`config.mk`:
```
export PLATFORM = sky130hd
export DESIGN_NAME = apc_top
export DESIGN_NICKNAME = d
export VERILOG_FILES = /design/src/logic/apc_pkg.sv /design/src/logic/apc_sync.sv /design/src/logic/apc_sideband.sv /design/src/logic/apc_top.sv
export SDC_FILE = /design/constraint.sdc
export NUM_CORES = 1
export LEC_CHECK = 0
export BUFFER_PORTS_ARGS = -buffer_cell sky130_fd_sc_hd__buf_2
export CORE_UTILIZATION = 51
export DETAILED_ROUTE_END_ITERATION = 10
export GPL_TIMING_DRIVEN = 0
export PLACE_DENSITY = 0.79
export SLEW_MARGIN = 15
export SYNTH_ARGS = -nofsm -noshare
export SYNTH_HDL_FRONTEND = slang
export SYNTH_SLANG_ARGS = --single-unit
```
`constraint.sdc`:
```
create_clock -name clk_i -period 2.3 [get_ports clk_i]
set_input_delay 0.46 -clock clk_i [delete_from_list [all_inputs] [get_ports clk_i]]
set_output_delay 0.46 -clock clk_i [all_outputs]
set_load 0.01 [all_outputs]
```
`src/logic/apc_pkg.sv`:
```
// Constants, types and helpers for the port command block.
// Assumes a 32-bit AHB-Lite register bus and one 10 MHz clock.
package apc_pkg;

    // ------------------------------------------------------------
    // Register map
    // ------------------------------------------------------------
    localparam logic [31:0] APC_OFS_CAP    = 32'h0000_00a4;
    localparam logic [31:0] APC_OFS_CMD    = 32'h0000_00a8;
    localparam logic [31:0] APC_OFS_STATUS = 32'h0000_00c0;

    // Capability word: rates 111, fast write, sideband, 32 requests
    localparam logic [31:0] APC_CAP_VALUE  = 32'h1f00_0217;
    localparam logic [31:0] APC_CMD_RESET  = 32'h0000_0000;
    // Writable bits 9, 8, 4 and 2:0; all others read zero
    localparam logic [31:0] APC_CMD_WMASK  = 32'h0000_0317;

    // ------------------------------------------------------------
    // Field positions
    // ------------------------------------------------------------
    localparam int APC_SB_EN_BIT   = 9;
    localparam int APC_PORT_EN_BIT = 8;
    localparam int APC_FW_EN_BIT   = 4;
    localparam int APC_RATE_LSB    = 0;
    localparam int APC_RATE_W      = 3;

    // Status bits
    localparam int APC_ST_PEND_BIT = 0;
    localparam int APC_ST_SRC_BIT  = 1;
    localparam int APC_ST_FAST_BIT = 2;
    localparam int APC_ST_SYNC_BIT = 3;
    localparam int APC_ST_RATE_LSB = 4;

    // ------------------------------------------------------------
    // Codes
    // ------------------------------------------------------------
    localparam logic [2:0] APC_RATE_1X  = 3'h1;
    localparam logic [2:0] APC_RATE_2X  = 3'h2;
    localparam logic [2:0] APC_RATE_4X  = 3'h4;
    localparam logic [7:0] APC_SB_IDLE  = 8'hff;
    localparam logic [2:0] APC_HSIZE_WORD = 3'h2;

    typedef struct packed {
        logic       port_enable;
        logic       sideband_address_enable;
        logic       fast_write_enable;
        logic [2:0] rate_select;
    } apc_ctrl_type;

    typedef struct packed {
        logic        from_sideband;
        logic [15:0] cmd;
    } apc_op_type;

    // One-hot rate decode; anything not one-hot falls back to 1x
    function automatic logic [2:0] apc_rate_decode(input logic [2:0] sel);
        logic [2:0] r;
        unique case (sel)
            APC_RATE_2X: r = APC_RATE_2X;
            APC_RATE_4X: r = APC_RATE_4X;
            default:     r = APC_RATE_1X;
        endcase
        return r;
    endfunction : apc_rate_decode

endpackage : apc_pkg

```
`src/logic/apc_sync.sv`:
```
// Two flip-flop synchroniser for pins arriving from the port.
// Assumes inputs are quasi-static relative to clk_i.
`timescale 1ns/10ps
module apc_sync
    import apc_pkg::*;
#(
    parameter int WIDTH = 1,
    parameter logic [WIDTH-1:0] RESET_VAL = '0
) (
    input  wire logic             clk_i,
    input  wire logic             arst_n_i,
    input  wire logic [WIDTH-1:0] d_i,
    output logic      [WIDTH-1:0] q_o
);
    logic [WIDTH-1:0] meta_q;

    // ------------------------------------------------------------
    // Sync stages; first stage feeds only the second
    // ------------------------------------------------------------
    always_ff @(posedge clk_i or negedge arst_n_i) begin
        if (!arst_n_i) begin
            meta_q <= RESET_VAL;
            q_o    <= RESET_VAL;
        end else begin
            meta_q <= d_i;
            q_o    <= meta_q;
        end
    end
endmodule : apc_sync

```
`src/logic/apc_sideband.sv`:
```
// Sideband request assembler: two 1x bytes form one 16-bit request.
// Assumes a synchronised byte stream where all-ones means idle.
`timescale 1ns/10ps
module apc_sideband
    import apc_pkg::*;
(
    input  wire logic        clk_i,
    input  wire logic        arst_n_i,
    input  wire logic [7:0]  byte_i,
    input  wire logic        accept_i,
    input  wire logic        ready_i,
    output logic             valid_o,
    output logic [15:0]      cmd_o
);
    typedef enum logic [1:0] {SB_IDLE, SB_SECOND, SB_HOLD} apc_sb_state_type;

    apc_sb_state_type state_q;
    logic [7:0]       high_q;

    assign valid_o = (state_q == SB_HOLD);

    // ------------------------------------------------------------
    // Byte pairing
    // ------------------------------------------------------------
    // Enable is checked on the first byte only, so a request already
    // under way still completes if the port is disabled mid-way.
    always_ff @(posedge clk_i or negedge arst_n_i) begin
        if (!arst_n_i) begin
            state_q <= SB_IDLE;
            high_q  <= 8'h00;
            cmd_o   <= 16'h0000;
        end else begin
            unique case (state_q)
                SB_IDLE: begin
                    if (accept_i && byte_i != APC_SB_IDLE) begin
                        high_q  <= byte_i;
                        state_q <= SB_SECOND;
                    end
                end
                SB_SECOND: begin
                    cmd_o   <= {high_q, byte_i};
                    state_q <= SB_HOLD;
                end
                SB_HOLD: begin
                    if (ready_i) begin
                        state_q <= SB_IDLE;
                    end
                end
            endcase
        end
    end
endmodule : apc_sideband

```
`src/logic/apc_top.sv`:
```
// Port command register, AHB-Lite slave and the control it steers.
// Assumes one 10 MHz clock; port pins are asynchronous to it and
// the transaction engines sit on the same clock.
//
// What this block does
// - Sideband enable set: requests over the sideband bus are accepted.
// - Port enable clear: every port operation and sync cycle ignored.
// - Operation accepted while enabled completes even if enable clears.
// - Sideband request mid-delivery in 1x still issues when enable drops.
// - Enabled port serves pipe requests; sideband only with its enable too.
// - Fast write enable set: host memory writes use fast write protocol.
// - Fast writes run at the rate held in the rate select field.
// - Fast write off or 1x rate: host memory writes use plain PCI.
// - Rate select one-hot: 001 is 1x, 010 is 2x, 100 is 4x.
// - Chosen rate drives address/data bus, sideband bus and fast writes.
// - Capability field reports 1x, 2x and 4x support, reading 111.
//
// Register access over AHB-Lite is this design's own decision.

`timescale 1ns/10ps
module apc_top
    import apc_pkg::*;
(
    input  wire logic        clk_i,
    input  wire logic        arst_n_i,

    // AHB-Lite slave
    input  wire logic        hsel_i,
    input  wire logic [31:0] haddr_i,
    input  wire logic [1:0]  htrans_i,
    input  wire logic        hwrite_i,
    input  wire logic [2:0]  hsize_i,
    input  wire logic [31:0] hwdata_i,
    input  wire logic        hready_i,
    output logic      [31:0] hrdata_o,
    output logic             hreadyout_o,
    output logic             hresp_o,

    // Port pins from the graphics master
    input  wire logic        pipe_req_n_i,
    input  wire logic [15:0] pipe_cmd_i,
    input  wire logic [7:0]  sb_addr_i,
    input  wire logic        sb_sync_i,

    // Toward the transaction engines
    output logic             op_valid_o,
    output apc_op_type       op_o,
    input  wire logic        op_done_i,
    output logic             sync_done_o,
    output logic      [2:0]  xfer_rate_o,
    input  wire logic        wr_req_i,
    output logic             wr_fast_o,
    output logic      [2:0]  wr_rate_o
);

    // ------------------------------------------------------------
    // Declarations
    // ------------------------------------------------------------
    // Register side
    apc_ctrl_type ctrl_q;
    apc_ctrl_type ctrl_d;

    logic [31:0]  cmd_word;
    logic [31:0]  status_word;
    logic [31:0]  rd_mux;

    // Bus phases
    logic         addr_ph;
    logic         wr_pend_q;
    logic [31:0]  wr_addr_q;

    logic         cmd_wr;

    // Pins after sync
    logic         pipe_req_n_s;
    logic [15:0]  pipe_cmd_s;
    logic [7:0]   sb_addr_s;
    logic         sync_s;

    // Sync edge state
    logic         sync_prev_q;
    logic         sync_rise;

    logic         sync_seen_q;

    // Issue path
    logic         pending_q;
    apc_op_type   op_q;

    logic         sb_accept;
    logic         sb_valid;
    logic [15:0]  sb_cmd;

    logic         sb_take;
    logic         pipe_take;

    // Rate use
    logic [2:0]   eff_rate;
    logic         fast_sel;

    // ------------------------------------------------------------
    // Pin synchronisers
    // ------------------------------------------------------------
    // Request strobe idles high, sideband bus idles all-ones
    apc_sync #(
        .WIDTH     (1),
        .RESET_VAL (1'b1)
    ) u_sync_pipe (
        .clk_i     (clk_i),
        .arst_n_i  (arst_n_i),
        .d_i       (pipe_req_n_i),
        .q_o       (pipe_req_n_s)
    );

    // Word shares strobe latency
    apc_sync #(
        .WIDTH     (16),
        .RESET_VAL (16'h0000)
    ) u_sync_pcmd (
        .clk_i     (clk_i),
        .arst_n_i  (arst_n_i),
        .d_i       (pipe_cmd_i),
        .q_o       (pipe_cmd_s)
    );

    // Bytes idle all-ones
    apc_sync #(
        .WIDTH     (8),
        .RESET_VAL (APC_SB_IDLE)
    ) u_sync_sb (
        .clk_i     (clk_i),
        .arst_n_i  (arst_n_i),
        .d_i       (sb_addr_i),
        .q_o       (sb_addr_s)
    );

    // Sync idles low
    apc_sync #(
        .WIDTH     (1),
        .RESET_VAL (1'b0)
    ) u_sync_sync (
        .clk_i     (clk_i),
        .arst_n_i  (arst_n_i),
        .d_i       (sb_sync_i),
        .q_o       (sync_s)
    );

    // ------------------------------------------------------------
    // AHB-Lite slave: zero wait states, always OKAY
    // ------------------------------------------------------------
    // Only full-word transfers write; other sizes are ignored
    assign addr_ph     = hsel_i && hready_i && htrans_i[1];
    assign cmd_wr      = wr_pend_q && (wr_addr_q == APC_OFS_CMD);

    // No stalls, no errors
    assign hreadyout_o = 1'b1;
    assign hresp_o     = 1'b0;

    // Address phase capture for the following data phase
    always_ff @(posedge clk_i or negedge arst_n_i) begin
        if (!arst_n_i) begin
            wr_pend_q <= 1'b0;
            wr_addr_q <= 32'h0000_0000;
        end else begin
            wr_pend_q <= addr_ph && hwrite_i && (hsize_i == APC_HSIZE_WORD);
            wr_addr_q <= haddr_i;
        end
    end

    // ------------------------------------------------------------
    // Command register
    // ------------------------------------------------------------
    // Only the writable fields are stored; reserved bits cannot stick
    always_comb begin
        ctrl_d = ctrl_q;

        if (cmd_wr) begin
            ctrl_d.port_enable             = hwdata_i[APC_PORT_EN_BIT];
            ctrl_d.sideband_address_enable = hwdata_i[APC_SB_EN_BIT];
            ctrl_d.fast_write_enable       = hwdata_i[APC_FW_EN_BIT];
            ctrl_d.rate_select =
                hwdata_i[APC_RATE_LSB +: APC_RATE_W];
        end
    end

    // Register state, cleared at reset
    always_ff @(posedge clk_i or negedge arst_n_i) begin
        if (!arst_n_i) begin
            ctrl_q <= apc_ctrl_type'(6'h00);
        end else begin
            ctrl_q <= ctrl_d;
        end
    end

    // Read image of a control set, reserved bits zero
    function automatic logic [31:0] cmd_image(input apc_ctrl_type c);
        logic [31:0] w;
        w = APC_CMD_RESET;

        w[APC_PORT_EN_BIT]                = c.port_enable;
        w[APC_SB_EN_BIT]                  = c.sideband_address_enable;
        w[APC_FW_EN_BIT]                  = c.fast_write_enable;
        w[APC_RATE_LSB +: APC_RATE_W]     = c.rate_select;
        return w & APC_CMD_WMASK;
    endfunction : cmd_image

    // Reads see a write from the previous data phase at once
    assign cmd_word = cmd_image(ctrl_d);

    // ------------------------------------------------------------
    // Status word of the block's own state
    // ------------------------------------------------------------
    // Live state for software
    always_comb begin
        status_word                      = 32'h0000_0000;

        status_word[APC_ST_PEND_BIT]     = pending_q;
        status_word[APC_ST_SRC_BIT]      = op_q.from_sideband;
        status_word[APC_ST_FAST_BIT]     = fast_sel;
        status_word[APC_ST_SYNC_BIT]     = sync_seen_q;
        status_word[APC_ST_RATE_LSB +: 3] = eff_rate;
    end

    // Read mux; unmapped addresses read zero
    assign rd_mux =
        (haddr_i == APC_OFS_CAP)    ? APC_CAP_VALUE :
        (haddr_i == APC_OFS_CMD)    ? cmd_word      :
        (haddr_i == APC_OFS_STATUS) ? status_word   :
                                      32'h0000_0000;

    // Read data registered for the data phase
    always_ff @(posedge clk_i or negedge arst_n_i) begin
        if (!arst_n_i) begin
            hrdata_o <= 32'h0000_0000;
        end else if (addr_ph && !hwrite_i) begin
            hrdata_o <= rd_mux;
        end
    end

    // ------------------------------------------------------------
    // Rate and write protocol selection
    // ------------------------------------------------------------
    // Illegal rate codes are software's fault; 1x is the safe fallback
    assign eff_rate = apc_rate_decode(ctrl_q.rate_select);

    // Fast write only above 1x
    assign fast_sel = ctrl_q.fast_write_enable
                   && (eff_rate != APC_RATE_1X);

    // Data bus and sideband rate follow the decoded field, registered one cycle later
    always_ff @(posedge clk_i or negedge arst_n_i) begin
        if (!arst_n_i) begin
            xfer_rate_o <= APC_RATE_1X;
        end else begin
            xfer_rate_o <= eff_rate;
        end
    end

    // Mode latched per write so a mid-write change cannot split it
    always_ff @(posedge clk_i or negedge arst_n_i) begin
        if (!arst_n_i) begin
            wr_fast_o <= 1'b0;
            wr_rate_o <= APC_RATE_1X;
        end else if (wr_req_i) begin
            wr_fast_o <= fast_sel;
            wr_rate_o <= fast_sel ? eff_rate : APC_RATE_1X;
        end
    end

    // ------------------------------------------------------------
    // Sideband strobe sync cycle
    // ------------------------------------------------------------
    // Edge of synced strobe
    assign sync_rise = sync_s && !sync_prev_q;

    // Sync pulses ignored while the port is disabled
    always_ff @(posedge clk_i or negedge arst_n_i) begin
        if (!arst_n_i) begin
            sync_prev_q <= 1'b0;
            sync_done_o <= 1'b0;
            sync_seen_q <= 1'b0;
        end else begin
            sync_prev_q <= sync_s;
            sync_done_o <= sync_rise && ctrl_q.port_enable;
            if (sync_rise && ctrl_q.port_enable) begin
                sync_seen_q <= 1'b1;
            end
        end
    end

    // ------------------------------------------------------------
    // Request acceptance
    // ------------------------------------------------------------
    // Sideband needs both enables; pipe needs the port enable only
    assign sb_accept = ctrl_q.port_enable
                    && ctrl_q.sideband_address_enable;

    // Held pipe waits its turn
    assign pipe_take = !pending_q && !pipe_req_n_s
                    && ctrl_q.port_enable;

    // Pipe wins a tie; sideband holds its request until taken
    assign sb_take   = !pending_q && sb_valid && !pipe_take;

    // Pairs bytes into requests
    apc_sideband u_sideband (
        .clk_i    (clk_i),
        .arst_n_i (arst_n_i),
        .byte_i   (sb_addr_s),
        .accept_i (sb_accept),
        .ready_i  (sb_take),
        .valid_o  (sb_valid),
        .cmd_o    (sb_cmd)
    );

    // ------------------------------------------------------------
    // Issued operation, held until the engine finishes it
    // ------------------------------------------------------------
    // Enable is not looked at once pending, so it always completes
    always_ff @(posedge clk_i or negedge arst_n_i) begin
        if (!arst_n_i) begin
            pending_q <= 1'b0;
            op_q      <= '0;
        end else if (pending_q) begin
            if (op_done_i) begin
                pending_q <= 1'b0;
            end
        end else if (pipe_take) begin
            pending_q <= 1'b1;
            op_q      <= '{from_sideband: 1'b0, cmd: pipe_cmd_s};
        end else if (sb_take) begin
            pending_q <= 1'b1;
            op_q      <= '{from_sideband: 1'b1, cmd: sb_cmd};
        end
    end

    // Straight from registers
    assign op_valid_o = pending_q;
    assign op_o       = op_q;

endmodule : apc_top

```
==> results.md, run 1 <==
- CTS tree: built
- Sequential share of the synthesized area: 71.9%
- Clk sinks: 155
- Total Routed Length: 10600 µm
- Cell with the most instances after synthesis: sky130_fd_sc_hd__dfrtp_1
- Multi-input combinational cell area: 1300 µm²
- Number of nets in the layout: 618
- Number of distinct standard cells referenced by the synthesized netlist: 45
- Gate Count Post-Synth: about 360
- Final hold violation count: 0
- Detailed-route via count: 3436
- Number of detailed-route iterations in the first pass: 5
- Crit. Startpoint: wr_addr_q[29]
- Outcome: finished clean
- IO Pins: between 150 and 200
- Critical Path Start Type: register
- Postcts setup bufs: 0
- Portion of the clock cycle consumed by the worst path in the final layout: 96.3%
- Total number of placement rows: 37
- Pre-CTS setup slack: -0.123 ns
- Total global routing track utilization: approximately a fifth
- Iteration-0 DRC count of the detailed router: 169
- Worst reg2reg endpoint: hrdata_o[0]
- Power per cell area: around 830 nW/µm²
- Inserted Clock Buffers: 17
- Detailed-route vias per instance: between 5 and 6
- Combined flip-flop and latch cell area: 3900 µm²
- Gp weighted congestion: 0.816
- Clock slew seen by the registers of the worst setup and hold paths: 0.07 ns
- Routing usage on met2: 34.4%
- Pin count of the biggest net entering global routing: 89
- Placeable Area: 10300 µm²
- Clock period minus final worst setup slack: 2.21 ns
- Worst Setup End Kind: register
- Die Outline Area: 11100 µm²
- Horizontal extent of the die: 105 µm
- Register-to-register path setup slack: 0.09 ns
- Overall die height: roughly 110 µm
- Worst setup slack after layout: between 0.08 and 0.09 ns
- Syn avg cell area: 15.1 µm²
- Async set or reset register ratio after synthesis: 100%
- Static power due to leakage: 3.53 nW
- Most Crowded Layer GR: met2
- Post-layout power: between 5 and 6 mW
- Layout cells sized above 1: 44.0%
- Placed insts: around 630
- Leading area contributor after synthesis: sky130_fd_sc_hd__dfrtp_1
- Dominant synthesized flop cell: sky130_fd_sc_hd__dfrtp_1
- RSZ-0062 raised after global routing: no
- N_diodes: 0
- Capturing instance or port of the critical path: hrdata_o[0]
- Endpoints failing setup: 0
- Commonest cells post-synth: 135 x sky130_fd_sc_hd__dfrtp_1, 30 x sky130_fd_sc_hd__mux2_2, 24 x sky130_fd_sc_hd__buf_4, 24 x sky130_fd_sc_hd__inv_1, 20 x sky130_fd_sc_hd__dfstp_2
- Met1 Resource Use GR: between 20 and 30%
- Number of H-tree levels: 4
- Relative slew margins: 44.2%
- Type of the tightest min-delay check: input pin to register
- Cell types with the largest area share after synthesis: sky130_fd_sc_hd__dfrtp_1 62%, sky130_fd_sc_hd__dfstp_2 9.7%, sky130_fd_sc_hd__mux2_2 6.2%
- Met3 track demand over resource: 6.30%
- Worst Path Required: 2.70 ns
- Insertion delay to the later sink of the worst-skew pair: 0.52 ns
- Core occupancy in the finished layout: 66.4%
- Share of the synthesized area in the top cell type: between 60% and 70%
- Maximum count of clock buffers along a single path: 2
- Worst setup skew after layout: 0.0107 ns
- Count of final max-slew check failures: 0
- Maximum Capacitance Violations: 0
- Depth of the worst register-to-register path: 5
- Worst IR drop on VDD: 0.507 mV
- Antenna violation net count after detailed routing: 0
- Startpoint of the worst register-to-register path: wr_addr_q[29]
- Starting Density: between 50% and 60%
- Final Non-Filler Cells: approximately 660
- Warnings, synthesis: 0
- Average routed wire per standard cell: approximately 16 µm
- P&R area growth vs syn: 26.2%
- Final HPWL from detailed placement: 7230 µm
- EDFF count, synth: 0
- Global-route wire length before repair: 17600 µm
- Cell area after synthesis: 5430 µm²
- Least-Margin Pin Slew: 0.837 ns
- Peak fanout along the critical path: 6
- Category of the critical setup timing path: register to register
- Setup TNS after final layout: 0 ns
- Number of global-route vias before repair: ~3500
- DRC violations left: 0
- Root buf cell: sky130_fd_sc_hd__clkbuf_8
- Initial antenna violation count: 0
- Arrival time at the worst endpoint: 2.62 ns
- Total of flip-flops plus latches after synthesis: between 150 and 200
- Highest attainable clock frequency: around 450 MHz
- PortBufs: 114
- Number of filler cells placed in the layout: 712
- Remaining Overflow, GRT: 0
## worst min path at each step
stage / slack [ns] / from / endpoint / depth (start not counted)
2_1_floorplan: 0.16 / arst_n_i / ctrl_q[0] / 0
3_3_place_gp: 0.33 / u_sync_sync.meta_q / u_sync_sync.q_o / 0
3_5_place_dp: 0.33 / u_sync_pcmd.meta_q[1] / u_sync_pcmd.q_o[1] / 0
4_1_cts: 0.01 / sb_addr_i[3] / u_sync_sb.meta_q[3] / 1
5_1_grt: 0.003 / sb_addr_i[7] / u_sync_sb.meta_q[7] / 1
6_report: 0.03 / sb_addr_i[7] / u_sync_sb.meta_q[7] / 1
## logic make-up after synthesis
logic type	share of synthesized area, %
flip-flops	71.9
AND/OR/NAND/NOR	8.04
buffers and inverters	5.53
AO/OA/AOI/OAI	6.61
multiplexers	6.87
adder cells (fa/ha/maj)	0.922
other	0.138
## metal layers
layer  share of wire [%]  up-vias
met5                   0        -
met4                0.75        0
met3                 6.7        7
met2                  50      159
met1                  42     1718
li1                    -     1552
## registers in the layout, summed over array words and instances (netlist names), 2 cells and up
| name | count |
|---|---|
| u_sync_pcmd.meta_q | 16 |
| u_sideband.high_q | 8 |
| u_sideband.cmd_o | 16 |
| u_sync_sb.meta_q | 8 |
| u_sync_sb.q_o | 8 |
| wr_rate_o | 3 |
| xfer_rate_o | 3 |
| wr_addr_q | 32 |
| u_sideband.state_q | 2 |
| u_sync_pcmd.q_o | 16 |
| op_o | 17 |
| ctrl_q | 6 |
| hrdata_o | 10 |
## power breakdown
| group | switching (mW) | internal, mW |
|---|---|---|
| Clock | 1.19 | 1.41 |
| Sequential | 0.0368 | 2.82 |
| Combinational | 0.135 | 0.118 |
| Total | 1.36 | 4.35 |
## metrics by stage
| stage | hold slack, ns | area, µm² |
|---|---|---|
| CTS | 0.0105 | 6850 |
| global placement | 0.333 | 6240 |
| global route | 0.00313 | 6850 |
| finish | 0.0307 | 6850 |
| floorplan | 0.164 | 5500 |
| detailed placement | 0.335 | 6280 |
## layout make-up
class	instances	share of cell area, %
buffer	32	3.07
clock buffer	19	6.30
clock inverter	13	1.90
inverter	24	1.32
multi-input combinational	166	18.9
sequential	155	57.0
tap	136	2.48
timing repair buffer	116	9.02
## cells in the final DEF (no fill, tap or decap), types with 3 or more instances in the layout
cell type,count
sky130_fd_sc_hd__a22o_1,3
sky130_fd_sc_hd__nand2b_1,3
sky130_fd_sc_hd__nand2_1,7
sky130_fd_sc_hd__a222oi_1,16
sky130_fd_sc_hd__o31ai_1,4
sky130_fd_sc_hd__clkbuf_16,16
sky130_fd_sc_hd__dfrtp_1,135
sky130_fd_sc_hd__clkinv_4,4
sky130_fd_sc_hd__nand3b_1,3
sky130_fd_sc_hd__ha_1,4
sky130_fd_sc_hd__a31o_1,4
sky130_fd_sc_hd__dfstp_2,20
sky130_fd_sc_hd__conb_1,20
sky130_fd_sc_hd__o21ai_0,5
sky130_fd_sc_hd__mux2_2,30
sky130_fd_sc_hd__inv_8,4
sky130_fd_sc_hd__clkbuf_1,7
sky130_fd_sc_hd__buf_2,113
sky130_fd_sc_hd__nor2_1,11
sky130_fd_sc_hd__nand4_1,3
sky130_fd_sc_hd__and3b_1,3
sky130_fd_sc_hd__inv_1,24
sky130_fd_sc_hd__inv_6,3
sky130_fd_sc_hd__nor4_1,10
sky130_fd_sc_hd__a21oi_1,3
sky130_fd_sc_hd__buf_4,24
sky130_fd_sc_hd__nand3_1,6
## timing repair
| item | in CTS | in global routing |
|---|---|---|
| endpoints found under the setup margin | 9 | 4 |
| pin swaps | 0 | 0 |
| hold endpoints to repair | 57 | 0 |
| resized for setup | 1 | 1 |
| cloned | 0 | 0 |
| hold buffers | 1 | 0 |
## worst max-delay path: stages, from the launching register on
cell and delay, ns:
sky130_fd_sc_hd__dfrtp_1 0.38, sky130_fd_sc_hd__nor4_2 0.31, sky130_fd_sc_hd__nand4_1 0.22, sky130_fd_sc_hd__nor4_4 0.59, sky130_fd_sc_hd__mux2_2 0.42, sky130_fd_sc_hd__a31o_1 0.18
Note: power is estimated with default switching activity, not from simulation.
==> inputs of run 2 (changes only) <==
--- a/config.mk
+++ b/config.mk
@@ -5,7 +5,7 @@
 export SDC_FILE = /design/constraint.sdc
 export NUM_CORES = 1
 export LEC_CHECK = 0
-export BUFFER_PORTS_ARGS = -buffer_cell sky130_fd_sc_hd__buf_2
+export BUFFER_PORTS_ARGS = -buffer_cell sky130_fd_sc_hd__buf_4
 export CORE_UTILIZATION = 51
 export DETAILED_ROUTE_END_ITERATION = 10
 export GPL_TIMING_DRIVEN = 0
==> results.md, run 2 (synthesized netlist as in run 1, its figures left out) <==
- Power share of the clock group: 45.7% (+0.2 points)
- Number of filler cells placed in the layout: 713 (+0.14%)
- Routing usage on met2: 33.4% (-1.0 points)
- DRC violations left: 0 (unchanged)
- Critical Path Start Type: register
- Multi-input combinational cell area: 1300 µm² (unchanged)
- Met1 Resource Use GR: 26.6% (-0.76 points)
- Register-to-register path setup slack: 0.09 ns (about the same)
- Number of H-tree levels: 4 (unchanged)
- Power Internal: 4.61 mW (+6.0%)
- Static power due to leakage: 3.60 nW (+2.0%)
- Switching power share of the total: 20.7% (-3.1 points)
- Post-route standard cell area excluding fillers: 7150 µm² (+4.4%)
- Worst IR drop on VDD: 0.558 mV (+10%)
- Combined flip-flop and latch cell area: 3900 µm² (unchanged)
- Final HPWL from detailed placement: 7300 µm (+1.1%)
- Most Crowded Layer GR: met2
- Relative slew margins: 44.3% (+0.085 points)
- Endpoints failing setup: 0 (unchanged)
- RSZ-0062 raised after global routing: no
- Antenna violation net count after detailed routing: 0 (unchanged)
- Most frequent standard cell in the layout excluding fill and tap cells: sky130_fd_sc_hd__buf_4
- Peak fanout along the critical path: 6 (unchanged)
- Number of flip-flops in the largest register: 32 (unchanged)
- Startpoint of the worst register-to-register path: wr_addr_q[29]
- Detailed-route via count: 3360 (-2.2%)
- Sequential share of power: 49.2% (-0.9 points)
- Largest reg by FF count: wr_addr_q
- Overall die height: 105 µm (unchanged)
- Clock period minus final worst setup slack: 2.21 ns (-0.00399 ns)
- Postcts setup bufs: 0 (unchanged)
- Average routed wire per standard cell: 15.9 µm (-1.4%)
- Worst Path Required: 2.70 ns (about the same)
- Iteration-0 DRC count of the detailed router: 168 (-0.59%)
- Worst setup skew after layout: 0.00449 ns (-0.00626 ns)
- Start point of the worst hold path: pipe_cmd_i[5]
- Worst Setup End Kind: register
- Remaining Overflow, GRT: 0 (unchanged)
- Number of nets in the layout: 618 (unchanged)
- Comb pwr share: 5.1% (+0.7 points)
- Global-route wire length before repair: 17100 µm (-3.1%)
- Post-DP Area: 6560 µm² (+4.5%)
- Pin count of the biggest net entering global routing: 110 (+24%)
- Category of the critical setup timing path: register to register
- Initial antenna violation count: 0 (unchanged)
- Type of the tightest min-delay check: input pin to register
- Pre-CTS setup slack: -0.0346 ns (+0.0889 ns)
- Clk sinks: 155 (unchanged)
- Die Outline Area: 11100 µm² (unchanged)
- P&R area growth vs syn: 31.7%
- Least-Margin Pin Slew: 0.835 ns (-0.00128 ns)
- Detailed-route vias per instance: 5.08 (-2.2%)
- Worst setup slack after layout: 0.0900 ns (+0.00399 ns)
- Starting Density: 52.6% (unchanged)
- Inserted Clock Buffers: 17 (unchanged)
- Total Routed Length: 10500 µm (-1.4%)
- Power per cell area: 814 nW/µm² (-2.4%)
- Total number of placement rows: 37 (unchanged)
- Horizontal extent of the die: 105 µm (unchanged)
- Insertion delay to the later sink of the worst-skew pair: 0.51 ns (about the same)
- Placeable Area: 10300 µm² (unchanged)
- Root buf cell: sky130_fd_sc_hd__clkbuf_8
- CTS tree: built
- Switching power total: 1.21 mW (-11%)
- Series of cell instances along the critical path: nor4_2, nand4_1, nor4_4, mux2_2, a31o_1
- Total global routing track utilization: 20.6% (-0.53 points)
- Portion of the clock cycle consumed by the worst path in the final layout: 96.1% (-0.17 points)
- IO Pins: 162 (unchanged)
- Layout cells sized above 1: 44.0% (unchanged)
- Final hold violation count: 0 (unchanged)
- Number of global-route vias before repair: 3451 (-1.6%)
- Cell type of the slowest stage on the worst timing path: sky130_fd_sc_hd__nor4_4
- Outcome: finished clean
- Maximum Capacitance Violations: 0 (unchanged)
- Capturing instance or port of the critical path: hrdata_o[0]
- Maximum count of clock buffers along a single path: 2 (unchanged)
- Number of detailed-route iterations in the first pass: 4 (-1)
- PortBufs: 114 (unchanged)
- Gp weighted congestion: 0.814 (-0.22%)
- Arrival time at the worst endpoint: 2.61 ns (about the same)
- Met3 track demand over resource: 5.43% (-0.87 points)
- N_diodes: 0 (unchanged)
- Crit. Startpoint: wr_addr_q[29]
- Most frequent cells in the layout: 137 x sky130_fd_sc_hd__buf_4, 135 x sky130_fd_sc_hd__dfrtp_1, 30 x sky130_fd_sc_hd__mux2_2
- Highest attainable clock frequency: 452 MHz (+0.18%)
- Clock slew seen by the registers of the worst setup and hold paths: 0.06 ns (about the same)
- Worst reg2reg endpoint: hrdata_o[0]
- Maximum single-stage delay on the critical path: 0.59 ns (about the same)
- Depth of the worst register-to-register path: 5 (unchanged)
- Count of final max-slew check failures: 0 (unchanged)
==> run 2: changes by cell type in the layout (fill, tap and decap cells not counted), sizes merged <==
| cell | previous run | this run |
|---|---|---|
| inv | 31 | 25 |
| clkinv | 5 | 4 |
| buf | 141 | 140 |
| clkinvlp | 1 | 4 |
| bufinv | 0 | 2 |
| clkbuf | 25 | 28 |
==> run 2: what timing repair did <==
item | in CTS | in global routing
setup endpoints to repair | 9 | 0
hold endpoints to repair | 43 | 0
resized for setup | 1 | 0
hold buffers | 1 | 0
==> run 2: worst min path at each step <==
stage                            end  slack, ns  cells after the start
6_report       u_sync_pcmd.meta_q[5]       0.05                      1
5_1_grt        u_sync_pcmd.meta_q[5]       0.02                      1
4_1_cts        u_sync_pcmd.meta_q[5]       0.03                      1
3_5_place_dp      u_sync_pcmd.q_o[0]       0.33                      0
3_3_place_gp      u_sync_pcmd.q_o[1]       0.33                      0
2_1_floorplan              ctrl_q[0]       0.16                      0
==> run 2: area by class of cell <==
cell class	count	share of cell area [%]
well taps	136	2.38
multi-input cells	166	18.1
inverters	24	1.26
clock buffers	21	6.42
flip-flops and latches	155	54.6
repair buffers	116	12.6
plain buffers	32	2.94
clock inverters	11	1.66
==> run 2: power groups by stage <==
stage               clock network (mW)  registers [mW]  logic [mW]
floorplan                            0            2.90      0.0897
global placement                     0            2.90       0.283
detailed placement                   0            2.91       0.298
CTS                               2.71            2.86       0.300
global route                      2.85            2.87       0.326
finish                            2.66            2.86       0.297
==> run 2: worst max-delay path, delay by kind of cell (launching register included) <==
kind | cells | cell delay, ns
muxes | 1 | 0.42
AOI/OAI and AO/OA | 1 | 0.18
DFF | 1 | 0.37
and+or+nand+nor | 3 | 1.13
==> run 2: stage by stage <==
stage | TNS (ns) | utilization (%) | std cells | total power [mW] | hold WS, ns
6_report | 0 | 69.3 | 661 | 5.82 | 0.0468
5_1_grt | 0 | 69.3 | 661 | 6.04 | 0.0175
4_1_cts | 0 | 69.3 | 661 | 5.87 | 0.0260
3_5_place_dp | -0.0958 | 63.5 | 628 | 3.21 | 0.335
3_3_place_gp | 0 | 63.2 | 627 | 3.19 | 0.333
2_1_floorplan | 0 | - | 377 | 2.99 | 0.164
==> run 2: metal layers <==
metal / up-vias / share of wire [%]
li1: 1547 / -
met1: 1663 / 42
met2: 131 / 50
met3: 19 / 6.2
met4: 0 / 1.5
met5: - / 0
